<file path="src/pkg/fcsm_pkg.sv">
// Constants for the host-side flash command sequencer.
// Assumes a 25 MHz mclk and a byte-wide flash on the far side.
`default_nettype none
package fcsm_pkg;
   // Flash command codes and data byte values
   localparam logic [7:0] CMD_READ = 8'h00;
   localparam logic [7:0] CMD_IDENT = 8'h90;
   localparam logic [7:0] CMD_ERASE = 8'h20;
   localparam logic [7:0] CMD_EVERIFY = 8'ha0;
   localparam logic [7:0] CMD_PROG = 8'h40;
   localparam logic [7:0] CMD_PVERIFY = 8'hc0;
   localparam logic [7:0] CMD_ABORT = 8'hff;
   localparam logic [7:0] ERASED_BYTE = 8'hff;
   localparam logic [7:0] PREP_BYTE = 8'h00;
   // Timing
   localparam int unsigned CLK_PERIOD_NS = 40;
   localparam int unsigned PROG_PULSE_US = 10;
   localparam int unsigned ERASE_PULSE_MS = 10;
   localparam int unsigned CNT_W = 24;
   localparam logic [CNT_W-1:0] PROG_PULSE_CYC = CNT_W'((PROG_PULSE_US * 1000) / CLK_PERIOD_NS);
   localparam int unsigned ERASE_PULSE_CYC_DEF = (ERASE_PULSE_MS * 1000000) / CLK_PERIOD_NS;
   localparam logic [CNT_W-1:0] WE_CYC = 24'h000003;
   localparam logic [CNT_W-1:0] RD_CYC = 24'h000006;
   localparam logic [4:0] PROG_MAX = 5'h19;
   // User operations
   typedef enum logic [1:0] {OP_READ, OP_IDENT, OP_PROG, OP_ERASE} fcsm_op_e;
endpackage : fcsm_pkg
`default_nettype wire

</file>
<file path="src/design/fcsm_host.sv">
// Host controller that drives a byte-wide command-register flash over its pins.
// Assumes the flash pins and data bus are external; dq_i is asynchronous.
`default_nettype none
module fcsm_host
   import fcsm_pkg::*;
#(
   parameter int AW = 17,
   parameter int unsigned ERASE_PULSE_CYC = ERASE_PULSE_CYC_DEF,
   parameter int unsigned ERASE_MAX = 1000
) (
   input wire logic mclk,
   input wire logic rstn,
   input wire logic cmd_valid,
   output logic cmd_ready,
   input wire fcsm_op_e cmd_op,
   input wire logic [AW-1:0] cmd_addr,
   input wire logic [7:0] cmd_data,
   output logic rsp_valid,
   output logic [7:0] rsp_data,
   output logic rsp_fail,
   output logic [AW-1:0] fl_addr,
   output logic [7:0] fl_dq_o,
   output logic fl_dq_oe,
   input wire logic [7:0] fl_dq_i,
   output logic fl_ce_n,
   output logic fl_oe_n,
   output logic fl_we_n,
   output logic vpp_en
);
   if (AW < 1 || AW > 24) begin : g_chk_aw
      $error("AW out of range");
   end
   if (ERASE_PULSE_CYC < 1 || ERASE_PULSE_CYC >= (1 << CNT_W) || ERASE_MAX < 1
       || ERASE_MAX > 65535) begin : g_chk_er
      $error("erase timing out of range");
   end

   typedef enum logic [4:0] {
      S_INIT_A, S_INIT_B, S_INIT_C, S_IDLE, S_WR, S_RD, S_TMR,
      S_RD_CMD, S_RD_DATA, S_ID_CMD, S_ID_DATA,
      S_P_SETUP, S_P_DATA, S_P_WAIT, S_P_VCMD, S_P_VREAD, S_P_CHECK,
      S_E_SETUP, S_E_GO, S_E_WAIT, S_E_VCMD, S_E_VREAD, S_E_CHECK,
      S_FIN, S_DONE
   } fcsm_state_e;
   localparam logic [AW-1:0] LAST_ADDR = '1;
   localparam logic [15:0] ERASE_LIM = 16'(ERASE_MAX);
   fcsm_state_e state_reg, ret_reg, go_ret;
   logic [CNT_W-1:0] cnt_reg, tlen_reg, go_len;
   logic [AW-1:0] addr_reg, go_a;
   logic [7:0] byte_reg, rd_reg, go_d, dq_s1, dq_s2;
   logic [4:0] pcnt_reg;
   logic [15:0] ecnt_reg;
   logic pre_reg, fail_reg, go_wr, go_rd, go_tm;
   // Two-stage synchroniser on the returned data bus
   always_ff @(posedge mclk or negedge rstn) begin
      if (!rstn) begin
         dq_s1 <= 8'h00;
         dq_s2 <= 8'h00;
      end else begin
         dq_s1 <= fl_dq_i;
         dq_s2 <= dq_s1;
      end
   end
   // Each step state launches exactly one bus write, bus read or timer
   always_comb begin
      go_wr = 1'b0;
      go_rd = 1'b0;
      go_tm = 1'b0;
      go_a = addr_reg;
      go_d = CMD_READ;
      go_len = PROG_PULSE_CYC;
      go_ret = S_IDLE;
      unique case (state_reg)
         S_INIT_A: begin go_wr = 1'b1; go_d = CMD_ABORT; go_ret = S_INIT_B; end
         S_INIT_B: begin go_wr = 1'b1; go_d = CMD_ABORT; go_ret = S_INIT_C; end
         S_INIT_C: begin go_wr = 1'b1; go_ret = S_IDLE; end
         S_RD_CMD: begin go_wr = 1'b1; go_ret = S_RD_DATA; end
         S_RD_DATA: begin go_rd = 1'b1; go_ret = S_DONE; end
         S_ID_CMD: begin go_wr = 1'b1; go_d = CMD_IDENT; go_ret = S_ID_DATA; end
         S_ID_DATA: begin go_rd = 1'b1; go_ret = S_FIN; end
         S_P_SETUP: begin go_wr = 1'b1; go_d = CMD_PROG; go_ret = S_P_DATA; end
         S_P_DATA: begin go_wr = 1'b1; go_d = byte_reg; go_ret = S_P_WAIT; end
         S_P_WAIT: begin go_tm = 1'b1; go_ret = S_P_VCMD; end
         S_P_VCMD: begin go_wr = 1'b1; go_d = CMD_PVERIFY; go_ret = S_P_VREAD; end
         S_P_VREAD: begin go_rd = 1'b1; go_ret = S_P_CHECK; end
         S_E_SETUP: begin go_wr = 1'b1; go_d = CMD_ERASE; go_ret = S_E_GO; end
         S_E_GO: begin go_wr = 1'b1; go_d = CMD_ERASE; go_ret = S_E_WAIT; end
         S_E_WAIT: begin
            go_tm = 1'b1;
            go_len = CNT_W'(ERASE_PULSE_CYC);
            go_ret = S_E_VCMD;
         end
         S_E_VCMD: begin go_wr = 1'b1; go_d = CMD_EVERIFY; go_ret = S_E_VREAD; end
         S_E_VREAD: begin go_rd = 1'b1; go_ret = S_E_CHECK; end
         S_FIN: begin go_wr = 1'b1; go_ret = S_DONE; end
         default: go_ret = S_IDLE;
      endcase
   end
   wire prog_match = (rd_reg == byte_reg);
   wire byte_erased = (rd_reg == ERASED_BYTE);
   always_ff @(posedge mclk or negedge rstn) begin
      if (!rstn) begin
         state_reg <= S_INIT_A;
         ret_reg <= S_IDLE;
         cnt_reg <= '0;
         tlen_reg <= '0;
         addr_reg <= '0;
         byte_reg <= 8'h00;
         rd_reg <= 8'h00;
         pcnt_reg <= 5'h00;
         ecnt_reg <= 16'h0000;
         pre_reg <= 1'b0;
         fail_reg <= 1'b0;
         rsp_valid <= 1'b0;
         fl_addr <= '0;
         fl_dq_o <= 8'h00;
         fl_dq_oe <= 1'b0;
         fl_ce_n <= 1'b1;
         fl_oe_n <= 1'b1;
         fl_we_n <= 1'b1;
         vpp_en <= 1'b0;
      end else begin
         rsp_valid <= 1'b0;
         if (go_wr || go_rd) begin
            fl_addr <= go_a;
            fl_ce_n <= 1'b0;
            fl_oe_n <= ~go_rd;
            fl_dq_oe <= go_wr;
            if (go_wr) fl_dq_o <= go_d;
            cnt_reg <= '0;
            ret_reg <= go_ret;
            state_reg <= go_wr ? S_WR : S_RD;
            if (state_reg == S_P_DATA) pcnt_reg <= pcnt_reg + 5'h01;
            if (state_reg == S_E_GO) ecnt_reg <= ecnt_reg + 16'h0001;
         end else if (go_tm) begin
            cnt_reg <= '0;
            tlen_reg <= go_len;
            ret_reg <= go_ret;
            state_reg <= S_TMR;
         end else begin
            unique case (state_reg)
               S_WR: begin
                  // Address set a cycle before the strobe falls, data held past its rise
                  cnt_reg <= cnt_reg + 1'b1;
                  if (cnt_reg == '0) fl_we_n <= 1'b0;
                  if (cnt_reg == WE_CYC) fl_we_n <= 1'b1;
                  if (cnt_reg == WE_CYC + 1'b1) begin
                     fl_ce_n <= 1'b1;
                     fl_dq_oe <= 1'b0;
                     state_reg <= ret_reg;
                  end
               end
               S_RD: begin
                  // Read window covers access time plus the synchroniser
                  cnt_reg <= cnt_reg + 1'b1;
                  if (cnt_reg == RD_CYC) begin
                     rd_reg <= dq_s2;
                     fl_ce_n <= 1'b1;
                     fl_oe_n <= 1'b1;
                     state_reg <= ret_reg;
                  end
               end
               S_TMR: begin
                  cnt_reg <= cnt_reg + 1'b1;
                  if (cnt_reg == tlen_reg - 1'b1) state_reg <= ret_reg;
               end
               S_IDLE: if (cmd_valid) begin
                  addr_reg <= cmd_addr;
                  byte_reg <= cmd_data;
                  pcnt_reg <= 5'h00;
                  ecnt_reg <= 16'h0000;
                  fail_reg <= 1'b0;
                  pre_reg <= 1'b0;
                  vpp_en <= (cmd_op != OP_READ);
                  unique case (cmd_op)
                     OP_READ: state_reg <= S_RD_CMD;
                     OP_IDENT: state_reg <= S_ID_CMD;
                     OP_PROG: state_reg <= S_P_SETUP;
                     OP_ERASE: begin
                        pre_reg <= 1'b1;
                        addr_reg <= '0;
                        byte_reg <= PREP_BYTE;
                        state_reg <= S_P_SETUP;
                     end
                  endcase
               end
               S_P_CHECK: begin
                  if (prog_match) begin
                     pcnt_reg <= 5'h00;
                     if (pre_reg && addr_reg != LAST_ADDR) begin
                        addr_reg <= addr_reg + 1'b1;
                        state_reg <= S_P_SETUP;
                     end else if (pre_reg) begin
                        pre_reg <= 1'b0;
                        addr_reg <= '0;
                        state_reg <= S_E_SETUP;
                     end else begin
                        state_reg <= S_FIN;
                     end
                  end else if (pcnt_reg >= PROG_MAX) begin
                     fail_reg <= 1'b1;
                     state_reg <= S_FIN;
                  end else begin
                     state_reg <= S_P_SETUP;
                  end
               end
               S_E_CHECK: begin
                  if (byte_erased) begin
                     if (addr_reg == LAST_ADDR) state_reg <= S_FIN;
                     else begin
                        addr_reg <= addr_reg + 1'b1;
                        state_reg <= S_E_VCMD;
                     end
                  end else if (ecnt_reg >= ERASE_LIM) begin
                     fail_reg <= 1'b1;
                     state_reg <= S_FIN;
                  end else begin
                     state_reg <= S_E_SETUP;
                  end
               end
               S_DONE: begin
                  // Supply dropped only after the read command is back in place
                  rsp_valid <= 1'b1;
                  vpp_en <= 1'b0;
                  state_reg <= S_IDLE;
               end
               default: state_reg <= S_IDLE;
            endcase
         end
      end
   end

   assign cmd_ready = (state_reg == S_IDLE);
   assign rsp_data = rd_reg;
   assign rsp_fail = fail_reg;

   wire in_tmr = (state_reg == S_TMR);
endmodule : fcsm_host
`default_nettype wire

</file>
<file path="config.mk">
export PLATFORM = sky130hd
export DESIGN_NAME = fcsm_host
export DESIGN_NICKNAME = d
export VERILOG_FILES = /design/src/pkg/fcsm_pkg.sv /design/src/design/fcsm_host.sv
export SDC_FILE = /design/constraint.sdc
export NUM_CORES = 1
export LEC_CHECK = 0
export ABC_AREA = 1
export BUFFER_PORTS_ARGS = -buffer_cell sky130_fd_sc_hd__buf_4
export CELL_PAD_IN_SITES_DETAIL_PLACEMENT = 0
export CELL_PAD_IN_SITES_GLOBAL_PLACEMENT = 2
export CORE_ASPECT_RATIO = 0.9
export CORE_UTILIZATION = 25
export DETAILED_ROUTE_END_ITERATION = 16
export PLACE_DENSITY = 0.66
export REMOVE_ABC_BUFFERS = 1
export SYNTH_ARGS = -nofsm -noshare
export SYNTH_HDL_FRONTEND = slang
export SYNTH_SLANG_ARGS = --single-unit
</file>
<file path="constraint.sdc">
create_clock -name mclk -period 2.1 [get_ports mclk]
set_input_delay 0.105 -clock mclk [delete_from_list [all_inputs] [get_ports mclk]]
set_output_delay 0.105 -clock mclk [all_outputs]
set_load 0.02 [all_outputs]
</file>
; Yosys cells after proc, flatten, opt, wreduce, memory -nomap -nowiden
; Cells that the tools add are included.
[classes]
n_lt_le_gt_ge = 2
n_mux = 77
add_sub_neg = 5
reduce_logical = 43
n_eq_ne = 56
bitwise = 3
[ops]
columns = op, count
row1 = 17-bit 2-to-1 mux, 7
row2 = 5-bit 2-to-1 mux, 17
row3 = 16-bit 2-to-1 mux, 5
row4 = 5-bit one-hot mux with 16 select lines, 1
row5 = 24-bit 2-to-1 mux, 3
row6 = 8-bit one-hot mux with 7 select lines, 1
row7 = 17-bit one-hot mux with 3 select lines, 1
row8 = 24-bit by 3-bit == test with 1-bit output (second input constant), 2
row9 = 5-bit == test (second input constant), 9
row10 = 5-bit by 4-bit == test with 1-bit output (second input constant), 8
row11 = 1-bit 2-to-1 mux, 30
row12 = 5-bit one-hot mux with 6 select lines, 1
row13 = 4-bit AND reduction, 7
row14 = 24-bit by 1-bit adder with 24-bit output (second input constant), 1
row15 = 24-bit by 2-bit == test with 1-bit output (second input constant), 1
row16 = 24-bit == test, 1
row17 = 24-bit zero test, 1
row18 = 24-bit by 1-bit subtractor with 24-bit output (second input constant), 1
row19 = 2-bit nonzero test, 11
row20 = 5-bit by 3-bit == test with 1-bit output (second input constant), 4
row21 = 18-bit 2-to-1 mux, 1
row22 = 2-bit != test (second input constant), 9
row23 = 17-bit by 1-bit adder with 17-bit output (second input constant), 1
row24 = 17-bit == test (second input constant), 1
row25 = 38 further kinds, 62
[word_totals]
reg_bits = 161
word_cells = 207
output_inout_bits = 41
inputBits = 38

; Longest topological paths before layout
[depth]
ltp_word = 7
depth_mapped = 17
mapped_depth_nobuf = 17

; Worst setup path before layout
; Ideal clock, no wire load.
[synth_timing]
path_type = register to register
from = register addr_reg[0]
to = register addr_reg[13]
t_required_ns = 1.978
period_less_slack_ns = 2.198
arrival_ns = 2.077
setup_slack_ns = -0.098
path_stages_with_launch = 17
setup_ns = 0.122
path_buffers = 1
cell_sequence = dfrtp_1 -> ha_1 -> nand2_1 -> nor2_1 -> nand3_1 -> nor3_1 -> nand4_1 -> nor3_1 -> ha_1 -> inv_1 -> nand3_1 -> nand2_1 -> nand3_4 -> inv_2 -> buf_6 -> nand2_1 -> o21ai_1
[synth_between]
elab_chain_len = 5
word_cells_on_any_way = 12
cone_classes = 1 x add/sub / 4 x eq/ne / 5 x mux / 2 x reduce/logical
[synth_lines]
columns = item, line_no
row1 = from (decl), fcsm_host.sv:49  ; logic [AW-1:0] addr_reg, go_a;
row2 = from (signal assigned), fcsm_host.sv:168  ; addr_reg <= cmd_addr;
row3 = from (signal assigned), fcsm_host.sv:191  ; addr_reg <= addr_reg + 1'b1;
row4 = from (signal assigned), fcsm_host.sv:211  ; addr_reg <= addr_reg + 1'b1;
row5 = branches (longest 5 deep; another with 17-bit by 1-bit adder with 17-bit output), --
; Several ways; the timed one is not identified. The select of a mux whose other input is x is not followed.
; A chain may end at the register's enable or synchronous reset.

; Final worst setup path
[layout_timing]
from = register addr_reg[0]
to = register addr_reg[11]
; The elaborated chain is that of the path after synthesis.

==> impl_metrics.yaml <==
run_status:
  outcome: "finished with violations"
  violations: "design-rule violations, negative setup slack"
finish:
  largest_register_ffs: 24
  antennaDiodeCount: 0
  post-route-cell-area_sq_um: 10700
  fin_nets: 1303
  syn2layout_area_growth_pct: 36.9
  drive_above_1_share: 0.229
  fin_cells: 1673
placed_design:
  placed_area_sq_um: 9510
  dp_hpwl_microns: 18900
  pre_cts_slack_ps: -364
  port_buffers: 78
  dp_cells: 1603
  place.gp.congestion: 0.801
routing:
  wl_per_cell_microns: 15.0
  route.detailed.drc: 2
  num_vias: 7383
  via_per_inst: 4.41
  drt-pass1-iter-count: 11
  drt-total-wl_microns: 25100
  antenna_left: 0
  drt_iter0_drc: 338
timing:
  fin_ws_ps: -89.4
  holdWs_ps: 39.1
  rsz0062_at_grt: "yes"
  period_needed_ps: 2190
  maxSlewViolCount: 0
  max_freq_ghz: 0.457
  slew-limit-headroom: 0.616
  period_share: 1.04
  setup_viol: 19
  skew_ps: 14.3
  timing.final.hold_violations: 0
  worstMarginPinSlew_ps: 571
die:
  die_y_microns: 170
  dieArea_sq_um: 32000
  die-width_microns: 188
  io_pins: 79
  core_region_area_sq_um: 30800
  initial_core_util: 0.253
  rows: 61
clock_network:
  clock_latency_ps: 450
  htree_levels: 4
  cts_tree: "built"
  cts_buffers: 17
  cts_root_buffer: "clkbuf_16"
  cts_sinks: 140
  clock_tree.buffer_depth: 2
  clk_pin_slew_ps: 80
critical_path:
  r2r_slack_ps: -90
  endpoint_kind: "flip-flop"
  path_cells: "ha_2 > nand2_4 > nor2_4 > nand3_2 > nor3_2 > nand4_1 > nor3_2 > ha_2 > inv_2 > nand2_4 > o21ai_4 > buf_12 > nand3_1 > nand2_1 > nand2_1 > o21ai_1"
  crit_path_start_kind: "flip-flop"
  cp.arrival_ps: 2520
  critPathSlowestCell: "dfrtp_1"
  critPathTopFamily: "simple AND/OR/NAND/NOR gates"
  cp_max_fo: 9
  path_class: "reg2reg"
  startpoint: "addr_reg[0]$_DFFE_PN0P_"
  cp_num_buf_inv: 2
  cp.required_ps: 2440
  timing.rr.start: "addr_reg[0]$_DFFE_PN0P_"
  cpPeakStageDelay_ps: 360
synth:
  synth_edf_count: 0
  synthArstFlopShare: 1.00
  synth_top_area_share: 0.432
  ys.flop_type: "dfrtp_1"
  ys_seq_elements: 140
  synth_seq_area_share: 0.449
  synthTopCellsByArea: "dfrtp_1, nand2_1, nor2_1, inv_1, nand3_1"
  syn_avg_cell_area_sq_um: 7.43
  ys_warn_count: 0
  syn_inst: 1051
  ys_types: 46
  yosysTopAreaCell: "dfrtp_1"
  netlist_area_sq_um: 7810
power:
  ir_drop_uv: 758
  powerDensity_nw_per_um2: 1330
  total_leakage_power_nw: 5.11
  clock_power_share: 0.215
  p_comb_frac: 0.494
  power.internal_mw: 7.76
  seq_power_share: 0.291
  switching_share: 0.454
  switching_power_mw: 6.45
hold_path:
  min_from: "cmd_addr[8]"
  min_path_type: "in2reg"
grt:
  grt_util_met2: 0.263
  grt_pass1_vias: 7443
  antenna_found_initial: 0
  grt_pass1_wl_microns: 40800
  met3_usage: 0.0302
  grt_max_degree: 50
  grt.total_usage: 0.164
  grt.overflow.total: 0
  met1_usage: 0.221
  busiest_layer: "met2"
job:
  drv_cap: 0
[stage by stage]
| stage | TNS, ps | power (mW) | utilization |
|---|---|---|---|
| 2_1_floorplan | -1040 | 7.80 | - |
| 3_3_place_gp | -3910 | 10.8 | 0.308 |
| 3_5_place_dp | -6920 | 10.8 | 0.308 |
| 4_1_cts | -1890 | 14.0 | 0.342 |
| 5_1_grt | -5380 | 15.4 | 0.347 |
| 6_report | -1140 | 14.2 | 0.347 |
[cell families after synthesis]
logic type | count (synthesis) | synth area share
buffers and inverters | 154 | 0.0794
flip-flops | 140 | 0.449
multiplexers | 3 | 0.00432
XOR/XNOR | 23 | 0.0258
AND/OR/NAND/NOR | 576 | 0.318
adder cells (fa/ha/maj) | 14 | 0.0224
AO/OA/AOI/OAI | 141 | 0.101
[placed cells by master, fill, tap and decap left out, types with 28 or more instances in the layout]
cell,synthesis,layout
nand2_1,291,285
a21oi_1,31,29
dlygate4sd3_1,0,33
inv_1,120,117
dfrtp_1,135,132
o21ai_0,36,32
buf_4,1,160
nor2_1,122,115
nand3_1,87,76
nor3_1,30,28
o21ai_1,43,45
[cells in the mapped netlist, types with 2 or more instances]
| cell | number |
|---|---|
| a21boi_0 | 2 |
| a21oi_1 | 31 |
| a22oi_1 | 4 |
| a31oi_1 | 2 |
| a32oi_1 | 3 |
| buf_2 | 10 |
| buf_6 | 3 |
| clkbuf_1 | 8 |
| clkinv_1 | 2 |
| dfrtp_1 | 135 |
| dfstp_2 | 5 |
| ha_1 | 14 |
| inv_1 | 120 |
| inv_2 | 8 |
| mux2_2 | 3 |
| nand2_1 | 291 |
| nand2_2 | 6 |
| nand2_4 | 2 |
| nand3_1 | 87 |
| nand4_1 | 16 |
| nor2_1 | 122 |
| nor2_2 | 6 |
| nor2_4 | 5 |
| nor3_1 | 30 |
| nor4_1 | 4 |
| o2111ai_1 | 4 |
| o211ai_1 | 6 |
| o21a_1 | 3 |
| o21ai_0 | 36 |
| o21ai_1 | 43 |
| o21bai_1 | 2 |
| o22ai_1 | 2 |
| or2_2 | 2 |
| xnor2_1 | 6 |
| xor2_1 | 17 |
[worst reg2reg max path, cell delays in order, from the launching register on]
cell and delay [ps]:
dfrtp_1 360, ha_2 210, nand2_4 60, nor2_4 100, nand3_2 90, nor3_2 120
nand4_1 140, nor3_2 150, ha_2 220, inv_2 60, nand2_4 70, o21ai_4 110
buf_12 170, nand3_1 70, nand2_1 50, nand2_1 60, o21ai_1 50
[power by group through the flow]
stage	Sequential (mW)	Clock (mW)	Combinational, mW
finish	4.13	3.05	7.02
global route	4.24	3.24	7.92
CTS	4.13	3.15	6.77
detailed placement	4.16	0	6.61
global placement	4.17	0	6.63
floorplan	4.37	0	3.43
[per-layer routing]
layer | wire length [microns] | up-vias
li1 | - | 3794
met1 | 12200 | 3448
met2 | 11600 | 112
met3 | 808 | 29
met4 | 442 | 0
met5 | 0 | -
[layout make-up]
class / instances / area, sq um
flip-flops and latches: 140 / 3510
clock inverters: 15 / 145
clock buffers: 17 / 425
well taps: 409 / 512
repair buffers: 203 / 1690
fillers: 3366 / 20100
inverters: 132 / 512
multi-input cells: 757 / 3900
[timing repair]
| item | in CTS | in global routing |
|---|---|---|
| buffers inserted | 1 | 4 |
| pin swaps | 3 | 9 |
| resized for setup | 35 | 34 |
| endpoints found under the hold margin | 78 | 0 |
| endpoints found under the setup margin | 22 | 69 |
| hold buffers | 33 | 0 |
[final timing paths]
check	to	cells past startpoint
setup / recovery	addr_reg[11]$_DFFE_PN0P_	16
hold / removal	addr_reg[8]$_DFFE_PN0P_	4
setup reg to reg	addr_reg[11]$_DFFE_PN0P_	16
hold reg to reg	dq_s2[5]$_DFF_PN0_	0
max in group asynchronous	fl_we_n$_DFFE_PN1P_	3
min in group asynchronous	rsp_data[5]$_DFFE_PN0P_	2
(Power assumes the default switching activity.)
